<file path="src/design/pit_pkg.sv">
// Package: constants for the periodic interval timer
package pit_pkg;
    // ------------------------------------------------------------------
    // Variant selection
    // ------------------------------------------------------------------
    localparam logic VARIANT_COUNT_UP   = 1'b0;
    localparam logic VARIANT_COUNT_DOWN = 1'b1;

    // ------------------------------------------------------------------
    // Timing
    // ------------------------------------------------------------------
    localparam int CLK_HZ          = 20_000_000;
    localparam int SRC_CLK_HZ      = 2_000_000;   // Count-up source clock
    localparam int SRC_DIV         = 2;           // Halved to 1 MHz
    localparam int UP_TICK_CYC     = (CLK_HZ / SRC_CLK_HZ) * SRC_DIV;
    localparam int DOWN_TICK_US    = 10;
    localparam int DOWN_TICK_CYC   = (CLK_HZ / 1_000_000) * DOWN_TICK_US;
    localparam int PRE_W           = 8;

    // ------------------------------------------------------------------
    // Count-up 64-bit view
    // ------------------------------------------------------------------
    localparam int UP_CNT_W   = 20;
    localparam int UP_CNT_LSB = 8;
    localparam int UP_NXT_LSB = 40;
    localparam int UP_RUN_BIT = 63;
    localparam int UP_IEN_BIT = 62;
    localparam int UP_FUL_BIT = 61;
    localparam int UP_OVF_BIT = 60;
    localparam logic [19:0] UP_CNT_MAX = 20'hfffff;
    localparam logic [19:0] UP_CNT_RST = 20'h00000;

    // ------------------------------------------------------------------
    // Count-down register map (I/O byte addresses)
    // ------------------------------------------------------------------
    localparam logic [31:0] ADDR_STATUS  = 32'h2000_0000;
    localparam logic [31:0] ADDR_RELOAD  = 32'h2000_0008;
    localparam logic [31:0] ADDR_COUNTER = 32'h2000_0010;
    localparam logic [31:0] ADDR_CHANNEL = 32'h2000_0018;
    localparam int DN_W        = 16;
    localparam int DN_RUN_BIT  = 2;
    localparam int DN_UNF_BIT  = 1;
    localparam int DN_EMP_BIT  = 0;
    localparam int CHAN_W      = 8;
    localparam logic [15:0] DN_RST = 16'h0000;
endpackage : pit_pkg

</file>
<file path="src/design/pit_timer.sv">
// Periodic interval timer, count-up and count-down variants
`timescale 1ns/1ps
`default_nettype none
// What this block does
// [RULE1] Count-up: 20-bit counter increments every microsecond from halved 2 MHz
// [RULE2] At maximum, reload from reload value and signal terminal count
// [RULE3] Reloading never alters the reload value register
// [RULE4] One 64-bit register: full read, full write, status-only write
// [RULE5] Status 63..60, reload 59..40, counter 27..8, rest reserved
// [RULE6] Bit 63 runs the count-up counter; zero holds it
// [RULE7] Bit 62 gates interrupt while full flag is set
// [RULE8] Bit 61 reads full, writes decrement; bit 60 reads overflow
// [RULE9] Overflow/full saturating pseudocounter over states 00, 01, 11
// [RULE10] Interrupt delivery never changes full or overflow
// [RULE11] Processor gate flag also enables the count-up timer
// [RULE12] Count-down: four 16-bit registers at 0x20000000..0x20000018
// [RULE13] Count-down counter decrements once every ten microseconds
// [RULE14] Status bit 2 runs the counter; bits 15..3 reserved
// [RULE15] Underflow flag sets on underflow while empty already set
// [RULE16] Empty sets at each underflow; status read clears both
// [RULE17] Counter reloads at zero; counter and reload are read/write
// [RULE18] Low byte of channel register selects the interrupt channel
// [RULE19] Each underflow emits one-cycle request tagged with channel
// [RULE20] All registers reset to zero, timer halted
module pit_timer
    import pit_pkg::*;
#(
    parameter logic VARIANT = VARIANT_COUNT_DOWN
) (
    // Clock, reset, enable
    input  wire logic        core_clk_i,
    input  wire logic        reset_i,
    input  wire logic        clk_en_i,
    // Count-up 64-bit register access
    input  wire logic        up_rd_i,
    input  wire logic        up_wr_i,
    input  wire logic        up_wr_status_i,
    input  wire logic [63:0] up_wdata_i,
    output var  logic [63:0] up_rdata_o,
    input  wire logic        gate_flag_i,
    output var  logic        cpu_irq_o,
    // Count-down I/O access
    input  wire logic        io_rd_i,
    input  wire logic        io_wr_i,
    input  wire logic [31:0] io_addr_i,
    input  wire logic [15:0] io_wdata_i,
    output var  logic [15:0] io_rdata_o,
    output var  logic        io_ack_o,
    // Virtual interrupt channel request
    output var  logic        chan_req_o,
    output var  logic [7:0]  chan_num_o
);
    // ------------------------------------------------------------------
    // State
    // ------------------------------------------------------------------
    logic [19:0] up_cnt_q, up_cnt_d, up_nxt_q, up_nxt_d;
    logic        up_run_q, up_run_d, up_ien_q, up_ien_d;
    logic        up_ful_q, up_ful_d, up_ovf_q, up_ovf_d;
    logic        up_tc_q, up_tc_d;
    logic [15:0] dn_cnt_q, dn_cnt_d, dn_nxt_q, dn_nxt_d;
    logic        dn_run_q, dn_run_d, dn_unf_q, dn_unf_d;
    logic        dn_emp_q, dn_emp_d;
    logic [7:0]  chan_q, chan_d;
    logic [15:0] io_rdata_d;
    logic [63:0] up_rdata_d;
    logic        io_ack_d, chan_req_d, cpu_irq_d;
    logic        gate_s1_q, gate_s2_q;
    logic        up_tick, dn_tick, up_run_eff, dn_unf_ev;

    // Gate flag comes from the processor side: synchronise first
    always_ff @(posedge core_clk_i or posedge reset_i) begin
        if (reset_i) begin
            gate_s1_q <= 1'b0;
            gate_s2_q <= 1'b0;
        end else if (clk_en_i) begin
            gate_s1_q <= gate_flag_i;
            gate_s2_q <= gate_s1_q;
        end
    end

    assign up_run_eff = (VARIANT == VARIANT_COUNT_UP) && up_run_q
                        && gate_s2_q; // [RULE6] [RULE11]

    // ------------------------------------------------------------------
    // Tick generators
    // ------------------------------------------------------------------
    pit_tick #(.PERIOD(UP_TICK_CYC)) u_up_tick (
        .core_clk_i (core_clk_i),
        .reset_i    (reset_i),
        .clk_en_i   (clk_en_i),
        .run_i      (up_run_eff),
        .tick_o     (up_tick)
    ); // [RULE1]

    pit_tick #(.PERIOD(DOWN_TICK_CYC)) u_dn_tick (
        .core_clk_i (core_clk_i),
        .reset_i    (reset_i),
        .clk_en_i   (clk_en_i),
        .run_i      ((VARIANT == VARIANT_COUNT_DOWN) && dn_run_q),
        .tick_o     (dn_tick)
    ); // [RULE13] [RULE14]

    // ------------------------------------------------------------------
    // Count-up next state
    // ------------------------------------------------------------------
    always_comb begin
        up_cnt_d = up_cnt_q;
        up_nxt_d = up_nxt_q; // Reload leaves this alone [RULE3]
        up_run_d = up_run_q;
        up_ien_d = up_ien_q;
        up_ful_d = up_ful_q;
        up_ovf_d = up_ovf_q;
        up_tc_d  = 1'b0;
        // Terminal count seen last cycle: reload on this clock
        if (up_tc_q) begin
            up_cnt_d = up_nxt_q; // [RULE2]
        end else if (up_tick && up_run_eff) begin // [RULE6]
            up_cnt_d = up_cnt_q + 20'h00001; // [RULE1]
            if (up_cnt_q + 20'h00001 == UP_CNT_MAX) begin
                up_tc_d = 1'b1; // [RULE2]
            end
        end
        if (up_wr_i) begin
            up_cnt_d = up_wdata_i[UP_CNT_LSB +: UP_CNT_W]; // [RULE4] [RULE5]
            up_nxt_d = up_wdata_i[UP_NXT_LSB +: UP_CNT_W];
        end
        if (up_wr_i || up_wr_status_i) begin
            up_run_d = up_wdata_i[UP_RUN_BIT]; // [RULE4]
            up_ien_d = up_wdata_i[UP_IEN_BIT];
        end
        // Pseudocounter: terminal count steps up, decrement steps down.
        // Both at once cancel out, so no event is lost. [RULE9] [RULE10]
        if (up_tc_d && !((up_wr_i || up_wr_status_i)
                         && up_wdata_i[UP_FUL_BIT])) begin
            up_ovf_d = up_ful_q;
            up_ful_d = 1'b1;
        end else if (!up_tc_d && (up_wr_i || up_wr_status_i)
                     && up_wdata_i[UP_FUL_BIT]) begin // [RULE8]
            up_ful_d = up_ovf_q;
            up_ovf_d = 1'b0;
        end
        if (VARIANT != VARIANT_COUNT_UP) begin
            up_tc_d = 1'b0;
        end
    end

    always_ff @(posedge core_clk_i or posedge reset_i) begin
        if (reset_i) begin // [RULE20]
            up_cnt_q <= UP_CNT_RST;
            up_nxt_q <= UP_CNT_RST;
            up_run_q <= 1'b0;
            up_ien_q <= 1'b0;
            up_ful_q <= 1'b0;
            up_ovf_q <= 1'b0;
            up_tc_q  <= 1'b0;
        end else if (clk_en_i) begin
            up_cnt_q <= up_cnt_d;
            up_nxt_q <= up_nxt_d;
            up_run_q <= up_run_d;
            up_ien_q <= up_ien_d;
            up_ful_q <= up_ful_d;
            up_ovf_q <= up_ovf_d;
            up_tc_q  <= up_tc_d;
        end
    end

    // ------------------------------------------------------------------
    // Count-down next state
    // ------------------------------------------------------------------
    assign dn_unf_ev = dn_tick && dn_run_q && (dn_cnt_q == 16'h0001);

    always_comb begin
        dn_cnt_d   = dn_cnt_q;
        dn_nxt_d   = dn_nxt_q;
        dn_run_d   = dn_run_q;
        dn_unf_d   = dn_unf_q;
        dn_emp_d   = dn_emp_q;
        chan_d     = chan_q;
        chan_req_d = 1'b0;
        // Decrement; reaching zero reloads at once
        if (dn_tick && dn_run_q) begin // Late tick after a halt is dropped
            dn_cnt_d = dn_unf_ev ? dn_nxt_q
                                 : dn_cnt_q - 16'h0001; // [RULE13] [RULE17]
        end
        // Status read clears both flags; a new underflow wins
        if (io_rd_i && io_addr_i == ADDR_STATUS) begin
            dn_unf_d = 1'b0; // [RULE16]
            dn_emp_d = 1'b0;
        end
        if (dn_unf_ev) begin
            dn_emp_d   = 1'b1; // [RULE16]
            if (dn_emp_q) begin
                dn_unf_d = 1'b1; // [RULE15]
            end
            chan_req_d = 1'b1; // [RULE19]
        end
        if (io_wr_i) begin
            unique case (io_addr_i)
                ADDR_STATUS:  dn_run_d = io_wdata_i[DN_RUN_BIT]; // [RULE14]
                ADDR_RELOAD:  dn_nxt_d = io_wdata_i; // [RULE17]
                ADDR_COUNTER: dn_cnt_d = io_wdata_i; // [RULE17]
                ADDR_CHANNEL: chan_d   = io_wdata_i[CHAN_W-1:0]; // [RULE18]
                default: ;
            endcase
        end
        if (VARIANT != VARIANT_COUNT_DOWN) begin
            chan_req_d = 1'b0;
        end
    end

    always_ff @(posedge core_clk_i or posedge reset_i) begin
        if (reset_i) begin // [RULE20]
            dn_cnt_q   <= DN_RST;
            dn_nxt_q   <= DN_RST;
            dn_run_q   <= 1'b0;
            dn_unf_q   <= 1'b0;
            dn_emp_q   <= 1'b0;
            chan_q     <= '0;
        end else if (clk_en_i) begin
            dn_cnt_q   <= dn_cnt_d;
            dn_nxt_q   <= dn_nxt_d;
            dn_run_q   <= dn_run_d;
            dn_unf_q   <= dn_unf_d;
            dn_emp_q   <= dn_emp_d;
            chan_q     <= chan_d;
        end
    end

    // ------------------------------------------------------------------
    // Read data and outputs, all registered
    // ------------------------------------------------------------------
    always_comb begin
        io_rdata_d = '0;
        io_ack_d   = (io_rd_i || io_wr_i) && // [RULE12]
                     (io_addr_i == ADDR_STATUS || io_addr_i == ADDR_RELOAD ||
                      io_addr_i == ADDR_COUNTER || io_addr_i == ADDR_CHANNEL);
        if (io_rd_i) begin
            unique case (io_addr_i)
                ADDR_STATUS:  io_rdata_d = {13'h0000, dn_run_q, dn_unf_q,
                                            dn_emp_q}; // [RULE14]
                ADDR_RELOAD:  io_rdata_d = dn_nxt_q;
                ADDR_COUNTER: io_rdata_d = dn_cnt_q;
                ADDR_CHANNEL: io_rdata_d = {8'h00, chan_q}; // [RULE18]
                default:      io_rdata_d = '0;
            endcase
        end
        up_rdata_d = up_rdata_o;
        if (up_rd_i) begin
            up_rdata_d = {up_run_q, up_ien_q, up_ful_q, up_ovf_q, up_nxt_q,
                          1'b0, 11'h000, up_cnt_q, 8'h00}; // [RULE5] [RULE8]
        end
        cpu_irq_d = up_ien_d && up_ful_d; // [RULE7]
    end

    always_ff @(posedge core_clk_i or posedge reset_i) begin
        if (reset_i) begin
            io_rdata_o <= '0;
            io_ack_o   <= 1'b0;
            up_rdata_o <= '0;
            cpu_irq_o  <= 1'b0;
            chan_req_o <= 1'b0;
            chan_num_o <= '0;
        end else if (clk_en_i) begin
            io_rdata_o <= io_rdata_d;
            io_ack_o   <= io_ack_d;
            up_rdata_o <= up_rdata_d;
            cpu_irq_o  <= cpu_irq_d;
            chan_req_o <= chan_req_d;
            chan_num_o <= chan_d;
        end
    end

    // ------------------------------------------------------------------
    // Checks
    // ------------------------------------------------------------------
    reload_hold_a: assert property (@(posedge core_clk_i) disable iff (reset_i)
        clk_en_i && !up_wr_i |=> $stable(up_nxt_q)) // [RULE3]
        else $error("reload value changed without a write");

    psc_legal_a: assert property (@(posedge core_clk_i) disable iff (reset_i)
        !(up_ovf_q && !up_ful_q)) // [RULE9]
        else $error("pseudocounter in state 10");

    tc_reload_a: assert property (@(posedge core_clk_i) disable iff (reset_i)
        clk_en_i && up_tc_q && !up_wr_i |=> up_cnt_q == $past(up_nxt_q))
        // [RULE2]
        else $error("counter not reloaded after terminal count");

    irq_gate_a: assert property (@(posedge core_clk_i) disable iff (reset_i)
        clk_en_i |=> cpu_irq_o == (up_ien_q && up_ful_q)) // [RULE7]
        else $error("interrupt output not gated by enable and full");

    up_hold_a: assert property (@(posedge core_clk_i) disable iff (reset_i)
        clk_en_i && !up_run_q && !up_wr_i && !up_tc_q |=> $stable(up_cnt_q))
        // [RULE6]
        else $error("counter moved while halted");

    dn_halt_a: assert property (@(posedge core_clk_i) disable iff (reset_i)
        clk_en_i && !dn_run_q && !io_wr_i |=> $stable(dn_cnt_q)) // [RULE14]
        else $error("count-down counter moved while halted");

    dn_empty_a: assert property (@(posedge core_clk_i) disable iff (reset_i)
        clk_en_i && dn_unf_ev |=> dn_emp_q && chan_req_o
                                  && dn_cnt_q == $past(dn_nxt_q))
        // [RULE16]
        else $error("underflow did not set empty and request");

    dn_miss_a: assert property (@(posedge core_clk_i) disable iff (reset_i)
        clk_en_i && dn_unf_ev && dn_emp_q |=> dn_unf_q) // [RULE15]
        else $error("missed service not recorded");

    rd_clear_a: assert property (@(posedge core_clk_i) disable iff (reset_i)
        clk_en_i && io_rd_i && io_addr_i == ADDR_STATUS && !dn_unf_ev
        |=> !dn_emp_q && !dn_unf_q) // [RULE16]
        else $error("status read did not clear flags");

    req_pulse_a: assert property (@(posedge core_clk_i) disable iff (reset_i)
        chan_req_o && clk_en_i |=> !chan_req_o) // [RULE19]
        else $error("channel request longer than one cycle");
endmodule : pit_timer
`default_nettype wire

</file>
<file path="src/design/pit_tick.sv">
// Tick prescaler: one-cycle pulse every PERIOD enabled cycles
`timescale 1ns/1ps
`default_nettype none
module pit_tick
    import pit_pkg::*;
#(
    parameter int PERIOD = 20
) (
    // Clock and reset
    input  wire logic core_clk_i,
    input  wire logic reset_i,
    input  wire logic clk_en_i,
    // Control
    input  wire logic run_i,
    output var  logic tick_o
);
    localparam logic [PRE_W-1:0] LAST = PRE_W'(PERIOD - 1);

    logic [PRE_W-1:0] cnt_q, cnt_d;
    logic             tick_q, tick_d;

    // ------------------------------------------------------------------
    // Next state: free phase restarts while halted
    // ------------------------------------------------------------------
    always_comb begin
        cnt_d  = cnt_q;
        tick_d = 1'b0;
        if (!run_i) begin
            cnt_d = '0;
        end else if (cnt_q == LAST) begin
            cnt_d  = '0;
            tick_d = 1'b1;
        end else begin
            cnt_d = cnt_q + PRE_W'(1);
        end
    end

    always_ff @(posedge core_clk_i or posedge reset_i) begin
        if (reset_i) begin
            cnt_q  <= '0;
            tick_q <= 1'b0;
        end else if (clk_en_i) begin
            cnt_q  <= cnt_d;
            tick_q <= tick_d;
        end
    end

    assign tick_o = tick_q & clk_en_i;
endmodule : pit_tick
`default_nettype wire

</file>
<file path="config.mk">
export PLATFORM = sky130hd
export DESIGN_NAME = pit_timer
export DESIGN_NICKNAME = d
export VERILOG_FILES = /design/src/design/pit_pkg.sv /design/src/design/pit_timer.sv /design/src/design/pit_tick.sv
export SDC_FILE = /design/constraint.sdc
export NUM_CORES = 1
export LEC_CHECK = 0
export BUFFER_PORTS_ARGS = -buffer_cell sky130_fd_sc_hd__buf_2
export CORE_UTILIZATION = 58
export CTS_BUF_LIST = sky130_fd_sc_hd__clkbuf_2 sky130_fd_sc_hd__clkbuf_4 sky130_fd_sc_hd__clkbuf_8
export CTS_CLUSTER_SIZE = 25
export DETAILED_ROUTE_END_ITERATION = 12
export PLACE_DENSITY = 0.88
export SLEW_MARGIN = 10
export SYNTH_ARGS = -nofsm -noshare
export SYNTH_HDL_FRONTEND = slang
export SYNTH_HIERARCHICAL = 1
export SYNTH_SLANG_ARGS = --single-unit
</file>
<file path="constraint.sdc">
create_clock -name core_clk_i -period 10.4 [get_ports core_clk_i]
set_input_delay 1.04 -clock core_clk_i [delete_from_list [all_inputs] [get_ports core_clk_i]]
set_output_delay 1.04 -clock core_clk_i [all_outputs]
set_load 0.1 [all_outputs]
</file>
==> results of run 1 <==
-- worst max path at each step --
stage              from            to  slack, ns
2_1_floorplan   reset_i     chan_q[0]       5.38
3_3_place_gp   clk_en_i  dn_cnt_q[14]       6.70
3_5_place_dp   clk_en_i   dn_cnt_q[3]       6.65
4_1_cts        clk_en_i   dn_cnt_q[3]       7.13
5_1_grt        clk_en_i   dn_cnt_q[3]       6.94
6_report       clk_en_i   dn_cnt_q[3]       7.05
-- metal layers --
metal | vias up | part of all wire | wire (um)
met4 | 0 | 0.024 | 444
li1 | 2573 | - | -
met1 | 2790 | 0.39 | 7160
met5 | - | 0 | 0
met2 | 256 | 0.51 | 9370
met3 | 44 | 0.077 | 1410
-- flip-flops by register name, indices dropped and copies added, names as in the netlist --
name and count:
chan_q 8, chan_req_o 1, cpu_irq_o 1, dn_cnt_q 16, dn_emp_q 1, dn_nxt_q 16, dn_run_q 1, dn_unf_q 1
io_ack_o 1, io_rdata_o 16, u_dn_tick/cnt_q 8, u_dn_tick/tick_q 1, up_cnt_q 20, up_ful_q 1, up_ien_q 1, up_nxt_q 20
up_rdata_o 43, up_run_q 1
-- through the flow --
stage                     std cells  total power [W]  cell area, um^2
after floorplan                 643          0.00114             7500
after CTS                       965          0.00169             8710
after global routing            965          0.00174             8710
after global placement          934          0.00122             8320
final                           965          0.00168             8710
after detailed placement        934          0.00123             8320
-- layout make-up --
cell class / instances / area (um^2)
Inverter: 40 / 155
Clock buffer: 22 / 284
Fill cell: 845 / 3550
Timing Repair Buffer: 172 / 871
Multi-Input combinational cell: 397 / 3150
Tap cell: 168 / 210
Sequential cell: 157 / 3930
Clock inverter: 9 / 113
-- cells by family (layout without fill, tap and decap cells) --
kind of cell | after synthesis | count (layout) | synth area share
AO/OA/AOI/OAI | 104 | 104 | 0.100
XOR/XNOR | 4 | 4 | 0.00472
adder cells (fa/ha/maj) | 4 | 4 | 0.00674
buffers and inverters | 89 | 243 | 0.0581
flip-flops | 157 | 157 | 0.529
multiplexers | 122 | 122 | 0.188
other | 1 | 21 | 0.000505
AND/OR/NAND/NOR | 142 | 142 | 0.113
-- power breakdown --
group	switching [W]	internal [W]	total [W]
Sequential	0.0000378	0.000675	0.000712
Combinational	0.000415	0.0000986	0.000514
Clock	0.000223	0.000233	0.000456
-- cells in the mapped netlist, types with 6 or more instances --
cell type  count
a211oi_1       6
a22oi_1       12
buf_2          6
buf_4         22
clkbuf_1      17
dfrtp_1      157
inv_1         40
mux2_2       113
mux2i_1        6
nand2_1       23
nand3_1       12
nand4_1        9
nor2_1        17
nor2b_1        7
nor3_1        18
nor4_1        16
o21ai_0       20
o22ai_1       18
or3_1          6
-- worst reg2reg max path, cell delays in order (launching register included) --
cell and delay, ns:
dfrtp_1 0.44, or4_4 0.59, nor4_2 0.82, a21o_1 0.21
a211oi_1 0.07, or3_1 0.37
==> results by group, run 1 <==
Yosys
  • Top cell type's share of synthesized area: 0.529
  • Syn. warnings: 6
  • #FFs+latches synth: 157
  • Register area share after synthesis: 0.529
  • Primary FF master, synth: dfrtp_1
  • Synth area leader: dfrtp_1
  • Post-synth cell types: 66
  • Gate Count Post-Synth: a little over 600
  • Post-Syn Area: between 7000 and 8000 um^2
  • Share of flip-flops with an asynchronous set or reset: 1.00
  • EDFF count, synth: 0
  • Post-Syn Area per Cell: 11.9 um^2
  • Largest cells by area after synthesis: dfrtp_1 (53%), mux2_2 (17%), buf_4 (2.2%), inv_1 (2.0%), o22ai_1 (1.5%)

STA
  • Worst slew margin: 0.221
  • Setup_tns: 0 ns
  • Clock Skew: 0.0114 ns
  • Hold Fails Final Rpt: 0
  • Worst-margin pin slew: ~1.2 ns
  • Final-report max-slew violation count: 0
  • RSZ-0062 raised after global routing: no
  • Max Fclk: 0.298 GHz
  • Period utilization: 0.322
  • Min Tclk post-route: around 3.4 ns
  • Final setup violating endpoints: 0
  • Final Hold Slack: 0.483 ns
  • Final worst slack: 7.05 ns

Critical path
  • Start of the worst register-to-register path: dn_cnt_q[8]
  • CP Depth: 8
  • Reg2reg end: dn_cnt_q[3]
  • Cell Chain, Critical Path: buf_2 -> buf_4 -> and2_1 -> nand2_1 -> nor4_2 -> a21o_1 -> a211oi_1 -> or3_1
  • Crit path launch type: primary input
  • Slowest cell on the critical path: nor4_2
  • CP delay by family, top: simple AND/OR/NAND/NOR gates
  • Worst EP required: 10.73 ns
  • Arr. time, crit path: 3.69 ns
  • Element type at the critical path end: flop
  • Worst Path Buf+Inv: 2
  • R2R Setup Slk: around 7.8 ns
  • R2R cell count: 5
  • Critical path class: primary input to flop
  • Crit-path max cell delay: around 0.9 ns
  • Worst Path Max Fanout: 56

Place
  • IO buf count: 168
  • HPWL after DPL: 12900 um
  • Placer Congestion: 0.900
  • Place WS: roughly 6.6 ns

Finish
  • Most frequent cells in the layout: buf_2 (168), dfrtp_1 (157), mux2_2 (113), inv_1 (39), nand2_1 (22)
  • Share of cells above drive strength 1: 0.413
  • Post-layout net count: 910
  • Final Util: 0.711
  • Area Growth Syn to Fin: 17.3%
  • Inserted Diodes: 0
  • Commonest non-fill, non-tap cell in the layout: buf_2

Hold path
  • Worst Hold Launch: u_dn_tick/tick_q
  • Min-Delay Endpoint: u_dn_tick/tick_q
  • Min-delay worst type: flop to flop
  • Hold Crit Depth: 2

Detailed routing
  • Post-route DRC: 0
  • Initial DRC count: 320
  • Total wire length: 18400 um
  • Antenna viol nets, final: 0
  • Drt pass-1 iters: 7
  • Routed len/inst: 19.1 um
  • Vias per cell: just under 6
  • Vias: approximately 5700

Power and ir drop
  • Power density over the cells: 193 nW/um^2
  • Lkg Pwr: between 4 and 5 nW
  • Peak supply drop: between 150 and 200 uV

Clocking
  • Clock buffer depth: 2
  • CTS H-tree depth: 4
  • Clock sink total: 157
  • Root Driver: clkbuf_8
  • Post-cts hold buffer count: 0
  • Cts bufs inserted: 17
  • CTS tree: done
  • Setup bufs post-CTS: 0
  • Worst-path clk slew: 0.09 ns
  • Clock latency on the worst-skew pair: 0.46 ns
  • Cts repair resizes: 0

GRT
  • Global router's overall resource usage: 0.296
  • GRT overflow: 0
  • Met3 usage in global routing: 0.0907
  • Initial antenna violation count: 1
  • Vias in the first global route: approximately 6000
  • First-pass GRT wire length: around 30000 um
  • Largest net degree at the start of global routing: 88
  • Met2 usage: 0.518
  • Met1 GRT Util: 0.333
  • GR peak layer: met2

Floorplanning
  • Placeable Area: approximately 12000 um^2
  • Initial core utilization: 0.606
  • Die ar.: 13300 um^2
  • Row cnt: 40
  • Die Width: roughly 120 um
  • Top Ports: 212
  • Die height: around 120 um

Run
  • Max_cap viols: 0

Outcome
  • Outcome: finished, final reports clean
Power figures use the tool's default switching activity.
==> run 2: changes to the inputs <==
Settings changed: ABC_AREA set to 1, CORE_UTILIZATION 58 to 50, PLACE_DENSITY 0.88 to 0.79.
Clock period 10.4 ns to 2.9 ns, I/O delays scaled along.
==> results by group, run 2 <==
Finish
  • Most frequent cells in the layout: nand2_1 (257), buf_2 (168), dfrtp_1 (157), inv_1 (92), nand3_1 (92)
  • Max reg flops: 43 (unchanged)
  • Area Growth Syn to Fin: 16.8%
  • Reg with most FFs: up_rdata_o
  • Post-layout net count: 1212 (+33%)
  • Inserted Diodes: 0 (unchanged)
  • Leading registers by flop count: up_rdata_o x43, up_cnt_q x20, up_nxt_q x20
  • Layout Cells excl Fill: 1316 (+36%)
  • Share of cells above drive strength 1: 0.311 (-0.102)
  • Commonest non-fill, non-tap cell in the layout: nand2_1

Critical path
  • R2R cell count: 9 (+4)
  • Arr. time, crit path: 2.37 ns (-1.32 ns)
  • Reg2reg end: dn_cnt_q[8]
  • Crit path launch type: flop
  • R2R Setup Slk: 0.88 ns (-6.88 ns)
  • Element type at the critical path end: flop
  • Worst Path Max Fanout: 16 (-71%)
  • Worst EP required: 3.25 ns (-7.48 ns)
  • Start of the worst register-to-register path: dn_run_q
  • Critical path class: flop to flop

STA
  • Worst-margin pin slew: 0.847 ns (-0.312 ns)
  • Worst slew margin: 0.434 (+0.213)
  • Final-report max-slew violation count: 0 (unchanged)
  • Max Fclk: 0.496 GHz
  • RSZ-0062 raised after global routing: no
  • Hold Fails Final Rpt: 0 (unchanged)
  • Setup_tns: 0 ns (unchanged)
  • Period utilization: 0.695
  • Final setup violating endpoints: 0 (unchanged)
  • Min Tclk post-route: 2.02 ns
  • Clock Skew: 0.0101 ns (-0.00134 ns)

Yosys
  • Most common cell in the netlist: nand2_1
  • Post-synth cell types: 39 (-41%)
  • EDFF count, synth: 0 (unchanged)
  • Synth area leader: dfrtp_1
  • Top cell type's share of synthesized area: 0.484 (-0.0449)
  • Gate Count Post-Synth: 925 (+48%)
  • Post-Syn Area: 8120 um^2 (+9.3%)
  • Primary FF master, synth: dfrtp_1
  • Register area share after synthesis: 0.484 (-0.0449)
  • Synth top cells by count: nand2_1 (258), dfrtp_1 (157), inv_1 (93), nand3_1 (92), mux2_2 (80)
  • Largest cells by area after synthesis: dfrtp_1 (48%), nand2_1 (12%), mux2_2 (11%), nand3_1 (5.7%), inv_1 (4.3%)
  • Share of flip-flops with an asynchronous set or reset: 1.00 (unchanged)
  • Syn. warnings: 6 (unchanged)
  • Post-Syn Area per Cell: 8.78 um^2 (-26%)
  • #FFs+latches synth: 157 (unchanged)

Power and ir drop
  • Power density over the cells: 630 nW/um^2 (+230%)
  • Clock power share: 0.279 (+0.008)
  • Sequential fraction of design power: 0.422 (about the same)
  • Switching pwr: 0.00248 W (+270%)
  • Combinational Power Share: 0.299 (-0.006)
  • Internal power: 0.00349 W (+250%)
  • Switching part of the total: 0.416 (+0.0139)
  • Peak supply drop: 834 uV (+340%)
  • Lkg Pwr: 5.06 nW (+23%)

Detailed routing
  • Antenna viol nets, final: 0 (unchanged)
  • Routed len/inst: 14.5 um (-24%)
  • Drt pass-1 iters: 6 (-1)
  • Post-route DRC: 0 (unchanged)
  • Initial DRC count: 484 (+51%)
  • Vias: 6701 (+18%)
  • Total wire length: 19100 um (+4.1%)
  • Vias per cell: 5.09 (-13%)

Place
  • Placer Congestion: 0.948 (+5.2%)
  • IO buf count: 168 (unchanged)
  • Placed Cells: 1283 (+37%)
  • HPWL after DPL: 13500 um (+4.5%)

Hold path
  • Worst Hold Launch: up_wdata_i[47]
  • Min-Delay Endpoint: up_nxt_q[7]
  • Hold Crit Depth: 2 (unchanged)
  • Min-delay worst type: primary input to flop

Clocking
  • CTS tree: done
  • Cts repair resizes: 0 (unchanged)
  • Clock latency on the worst-skew pair: 0.46 ns (about the same)
  • Root Driver: clkbuf_8
  • Clock sink total: 157 (unchanged)
  • Clock buffer depth: 2 (unchanged)
  • Cts bufs inserted: 17 (unchanged)
  • Worst-path clk slew: 0.09 ns (about the same)
  • CTS H-tree depth: 4 (unchanged)

Floorplanning
  • Top Ports: 212 (unchanged)
  • Die ar.: 16800 um^2 (+26%)
  • Placeable Area: 15900 um^2 (+30%)
  • Row cnt: 46 (+15%)
  • Die height: 129 um (+12%)
  • Die Width: 129 um (+12%)
  • Initial core utilization: 0.511 (-0.0948)

GRT
  • Vias in the first global route: 6448 (+8.2%)
  • GRT overflow: 0 (unchanged)
  • Largest net degree at the start of global routing: 65 (-26%)
  • Initial antenna violation count: 0 (-1)
  • Global router's overall resource usage: 0.238 (-0.0582)
  • First-pass GRT wire length: 31000 um (+4.9%)

Run
  • Max_cap viols: 0 (unchanged)

Outcome
  • Outcome: finished, final reports clean
-- run 2: layout make-up --
class / count / area, um^2
tap: 216 / 270
inverter: 94 / 357
timing repair buffer: 181 / 978
clock inverter: 14 / 165
sequential: 157 / 3930
clock buffer: 18 / 241
multi-input combinational: 636 / 3540
fill: 1398 / 6400
-- run 2: metrics by stage --
stage	setup WS [ns]	power (W)	hold slack, ns	instance area, um^2	utilization
2_1_floorplan	0.749	0.00403	0.118	8200	-
3_3_place_gp	0.913	0.00431	0.314	9070	0.571
3_5_place_dp	0.898	0.00435	0.315	9070	0.571
4_1_cts	0.913	0.00602	0.0307	9480	0.597
5_1_grt	0.722	0.00619	0.0313	9480	0.597
6_report	0.884	0.00598	0.0545	9480	0.597
-- run 2: what timing repair did --
action,CTS,global route
hold endpoints to repair,17,0
hold buffers,1,0
setup buffers,0,0
-- run 2: logic make-up after synthesis --
logic type                 count (synthesis)  share of synthesized area
adders and majority gates                  4                    0.00616
muxes                                     81                      0.112
xor gates and xnor gates                   3                    0.00324
other                                      1                   0.000462
DFF                                      157                      0.484
and+or+nand+nor                          462                      0.260
buffers and inverters                    152                     0.0894
AOI/OAI and AO/OA                         65                     0.0447
-- run 2: worst max-delay path by stage --
stage	depth (start not counted)	from	slack (ns)	endpoint
6_report	9	dn_run_q	0.88	dn_cnt_q[8]
3_5_place_dp	10	io_addr_i[13]	0.90	dn_cnt_q[11]
4_1_cts	9	dn_run_q	0.91	dn_cnt_q[8]
3_3_place_gp	10	io_addr_i[15]	0.91	dn_cnt_q[7]
2_1_floorplan	1	reset_i	0.75	chan_q[0]
5_1_grt	11	dn_run_q	0.72	dn_cnt_q[11]
-- run 2: routing by layer --
layer / global-route usage / up-vias / wire (um)
met2: 0.395 / 219 / 9470
met3: 0.0537 / 37 / 1130
met4: 0.109 / 0 / 520
met5: 0 / - / 0
met1: 0.297 / 3196 / 8030
li1: - / 3249 / -
-- run 2: worst max-delay path, stage by stage (launching register included) --
cell and delay (ns):
dfrtp_1 0.55, nand2_1 0.33, nor3_4 0.32, nand3_4 0.24, nor2_1 0.17, nor2_1 0.05
nand2_1 0.06, nand3_1 0.06, nand2_1 0.07, nand2_1 0.04
-- run 2: power by group through the flow --
stage	sequential [W]	combinational (W)	clock, W
after floorplan	0.00357	0.000458	0
after global placement	0.00254	0.00177	0
after detailed placement	0.00256	0.00179	0
after CTS	0.00252	0.00180	0.00170
after global routing	0.00255	0.00185	0.00179
final	0.00252	0.00179	0.00167
==> run 3: changes to the inputs <==
Clock period 2.9 ns to 1.7 ns, I/O delays scaled along.
==> results by group, run 3 (same netlist as run 2, synthesis figures left out) <==
Critical path
  • Crit-path max cell delay: 0.40 ns (-0.15 ns)
  • Slowest cell on the critical path: dfrtp_1
  • CP delay by family, top: simple AND/OR/NAND/NOR gates
  • Arr. time, crit path: 2.09 ns (-0.28 ns)
  • Critical path class: flop to flop
  • Crit path launch type: flop
  • Element type at the critical path end: flop
  • Most frequent CP cell: nand2_1
  • Worst EP required: 2.12 ns (-1.13 ns)
  • Cell Chain, Critical Path: inv_2 -> ha_4 -> nand3_4 -> nor2_4 -> nand3_4 -> buf_4 -> nand3_1 -> nand2_1 -> nand3_1 -> nand2_1 -> nand2_1
  • Worst Path Buf+Inv: 2 (+2)
  • Worst Path Max Fanout: 7 (-9)

Floorplanning
  • Top Ports: 212 (unchanged)
  • Placeable Area: 15900 um^2 (unchanged)
  • Die ar.: 16800 um^2 (unchanged)
  • Die Width: 129 um (unchanged)
  • Initial core utilization: 0.511 (unchanged)
  • Die height: 129 um (unchanged)
  • Row cnt: 46 (unchanged)

STA
  • Min Tclk post-route: 1.67 ns (-0.346 ns)
  • Worst slew margin: 0.656 (+0.221)
  • Hold Fails Final Rpt: 0 (unchanged)
  • Final Hold Slack: 0.0605 ns (+0.00599 ns)
  • Final-report max-slew violation count: 0 (unchanged)
  • Period utilization: 0.982 (+0.287)
  • Clock Skew: 0.0162 ns (+0.00612 ns)
  • Final setup violating endpoints: 0 (unchanged)
  • Worst-margin pin slew: 0.520 ns (-0.328 ns)
  • Max Fclk: 0.599 GHz (+21%)
  • RSZ-0062 raised after global routing: yes

Clocking
  • Clock buffer depth: 2 (unchanged)
  • Clock sink total: 157 (unchanged)
  • Worst-path clk slew: 0.10 ns (about the same)
  • Clock latency on the worst-skew pair: 0.48 ns (+0.02 ns)
  • Cts bufs inserted: 17 (unchanged)
  • CTS H-tree depth: 4 (unchanged)
  • CTS tree: done
  • Root Driver: clkbuf_8

Finish
  • Most frequent cells in the layout: nand2_1 (254), buf_2 (168), dfrtp_1 (151), nand3_1 (89), inv_1 (88)
  • Area of the multi-input gates: 3670 um^2 (+3.5%)
  • Inserted Diodes: 0 (unchanged)
  • Max reg flops: 43 (unchanged)
  • Commonest non-fill, non-tap cell in the layout: nand2_1
  • Share of cells above drive strength 1: 0.345 (+0.0343)
  • Sequential cell area: 3940 um^2 (+0.19%)
  • Leading registers by flop count: up_rdata_o x43, up_cnt_q x20, up_nxt_q x20
  • Area Growth Syn to Fin: 31.5%
  • Reg with most FFs: up_rdata_o
  • Fillers: 1208 (-14%)
  • Final Util: 0.672 (+0.0751)
  • Post-layout net count: 1323 (+9.2%)

Place
  • HPWL after DPL: 14100 um (+4.4%)
  • IO buf count: 168 (unchanged)
  • Placer Congestion: 0.892 (-5.9%)

GRT
  • Vias in the first global route: 7196 (+12%)
  • First-pass GRT wire length: 34100 um (+9.7%)
  • Largest net degree at the start of global routing: 46 (-29%)
  • Global router's overall resource usage: 0.264 (+0.0261)
  • Initial antenna violation count: 0 (unchanged)
  • GRT overflow: 0 (unchanged)

Outcome
  • Outcome: finished, final reports clean

Run
  • Max_cap viols: 0 (unchanged)

Detailed routing
  • Vias per cell: 5.15 (+1.0%)
  • Drt pass-1 iters: 6 (unchanged)
  • Initial DRC count: 563 (+16%)
  • Antenna viol nets, final: 0 (unchanged)
  • Vias: 7342 (+9.6%)
  • Routed len/inst: 15.5 um (+6.8%)
  • Post-route DRC: 0 (unchanged)
  • Total wire length: 22200 um (+16%)

Power and ir drop
  • Peak supply drop: 1180 uV (+41%)
  • Switching pwr: 0.00448 W (+80%)
  • Lkg Pwr: 5.61 nW (+11%)
  • Sequential fraction of design power: 0.414 (-0.008)
  • Combinational Power Share: 0.307 (+0.008)
  • Internal power: 0.00594 W (+70%)
  • Power density over the cells: 976 nW/um^2 (+55%)
  • Switching part of the total: 0.430 (+0.0142)
  • Clock power share: 0.279 (about the same)

Hold path
  • Min-delay worst type: primary input to flop
-- run 3: what timing repair did --
| action | 4_1_cts | 5_1_grt |
|---|---|---|
| gates cloned | 1 | 1 |
| endpoints found under the setup margin | 7 | 16 |
| setup buffers | 1 | 13 |
| hold endpoints to repair | 109 | 0 |
| hold buffers | 60 | 0 |
| resized for setup | 3 | 35 |
| pin swaps | 1 | 6 |
-- run 3: path summary, 6_finish.rpt --
kind	cells past startpoint	start	to	slack, ns
max	11	dn_cnt_q[1]	dn_cnt_q[14]	0.03
min	4	io_rd_i	dn_emp_q	0.06
max reg2reg	11	dn_cnt_q[1]	dn_cnt_q[14]	0.03
min reg2reg	2	io_rdata_o[5]	io_rdata_o[5]	0.48
max in group asynchronous	4	reset_i	up_rdata_o[17]	0.93
min in group asynchronous	3	reset_i	chan_q[5]	0.22
-- run 3: final cells by class --
type / count / area share
Sequential cell: 157 / 0.369
Timing Repair Buffer: 290 / 0.190
Clock buffer: 17 / 0.0219
Tap cell: 216 / 0.0253
Inverter: 94 / 0.0334
Clock inverter: 15 / 0.0170
Multi-Input combinational cell: 638 / 0.343
-- run 3: worst min-delay path, delay by kind of cell --
kind | cells | cell delay (ns)
AND/OR/NAND/NOR | 3 | 0.21
buffers and inverters | 1 | 0.12
-- run 3: layer usage --
layer  wire (um)  up-vias  GRT usage
li1            -     3476          -
met1        8550     3532      0.311
met2       11600      282      0.463
met3        1410       52     0.0590
met4         611        0      0.116
met5           0        -          0
-- run 3: through the flow --
stage	area [um^2]	setup TNS (ns)	instances	setup slack (ns)	power, W
2_1_floorplan	8200	-48.99	945	-0.331	0.00688
3_3_place_gp	9410	0	1319	0.0319	0.00737
3_5_place_dp	9410	-0.0214	1319	-0.0103	0.00743
4_1_cts	10500	-0.0000251	1413	-0.0000251	0.0104
5_1_grt	10700	-0.812	1427	-0.0919	0.0107
6_report	10700	0	1427	0.0301	0.0104
-- run 3: power groups by stage --
| stage | Sequential (W) | Clock, W | Combinational [W] |
|---|---|---|---|
| after CTS | 0.00429 | 0.00293 | 0.00319 |
| after global placement | 0.00433 | 0 | 0.00303 |
| after floorplan | 0.00610 | 0 | 0.000782 |
| after detailed placement | 0.00436 | 0 | 0.00307 |
| after global routing | 0.00436 | 0.00307 | 0.00331 |
| final | 0.00432 | 0.00290 | 0.00320 |
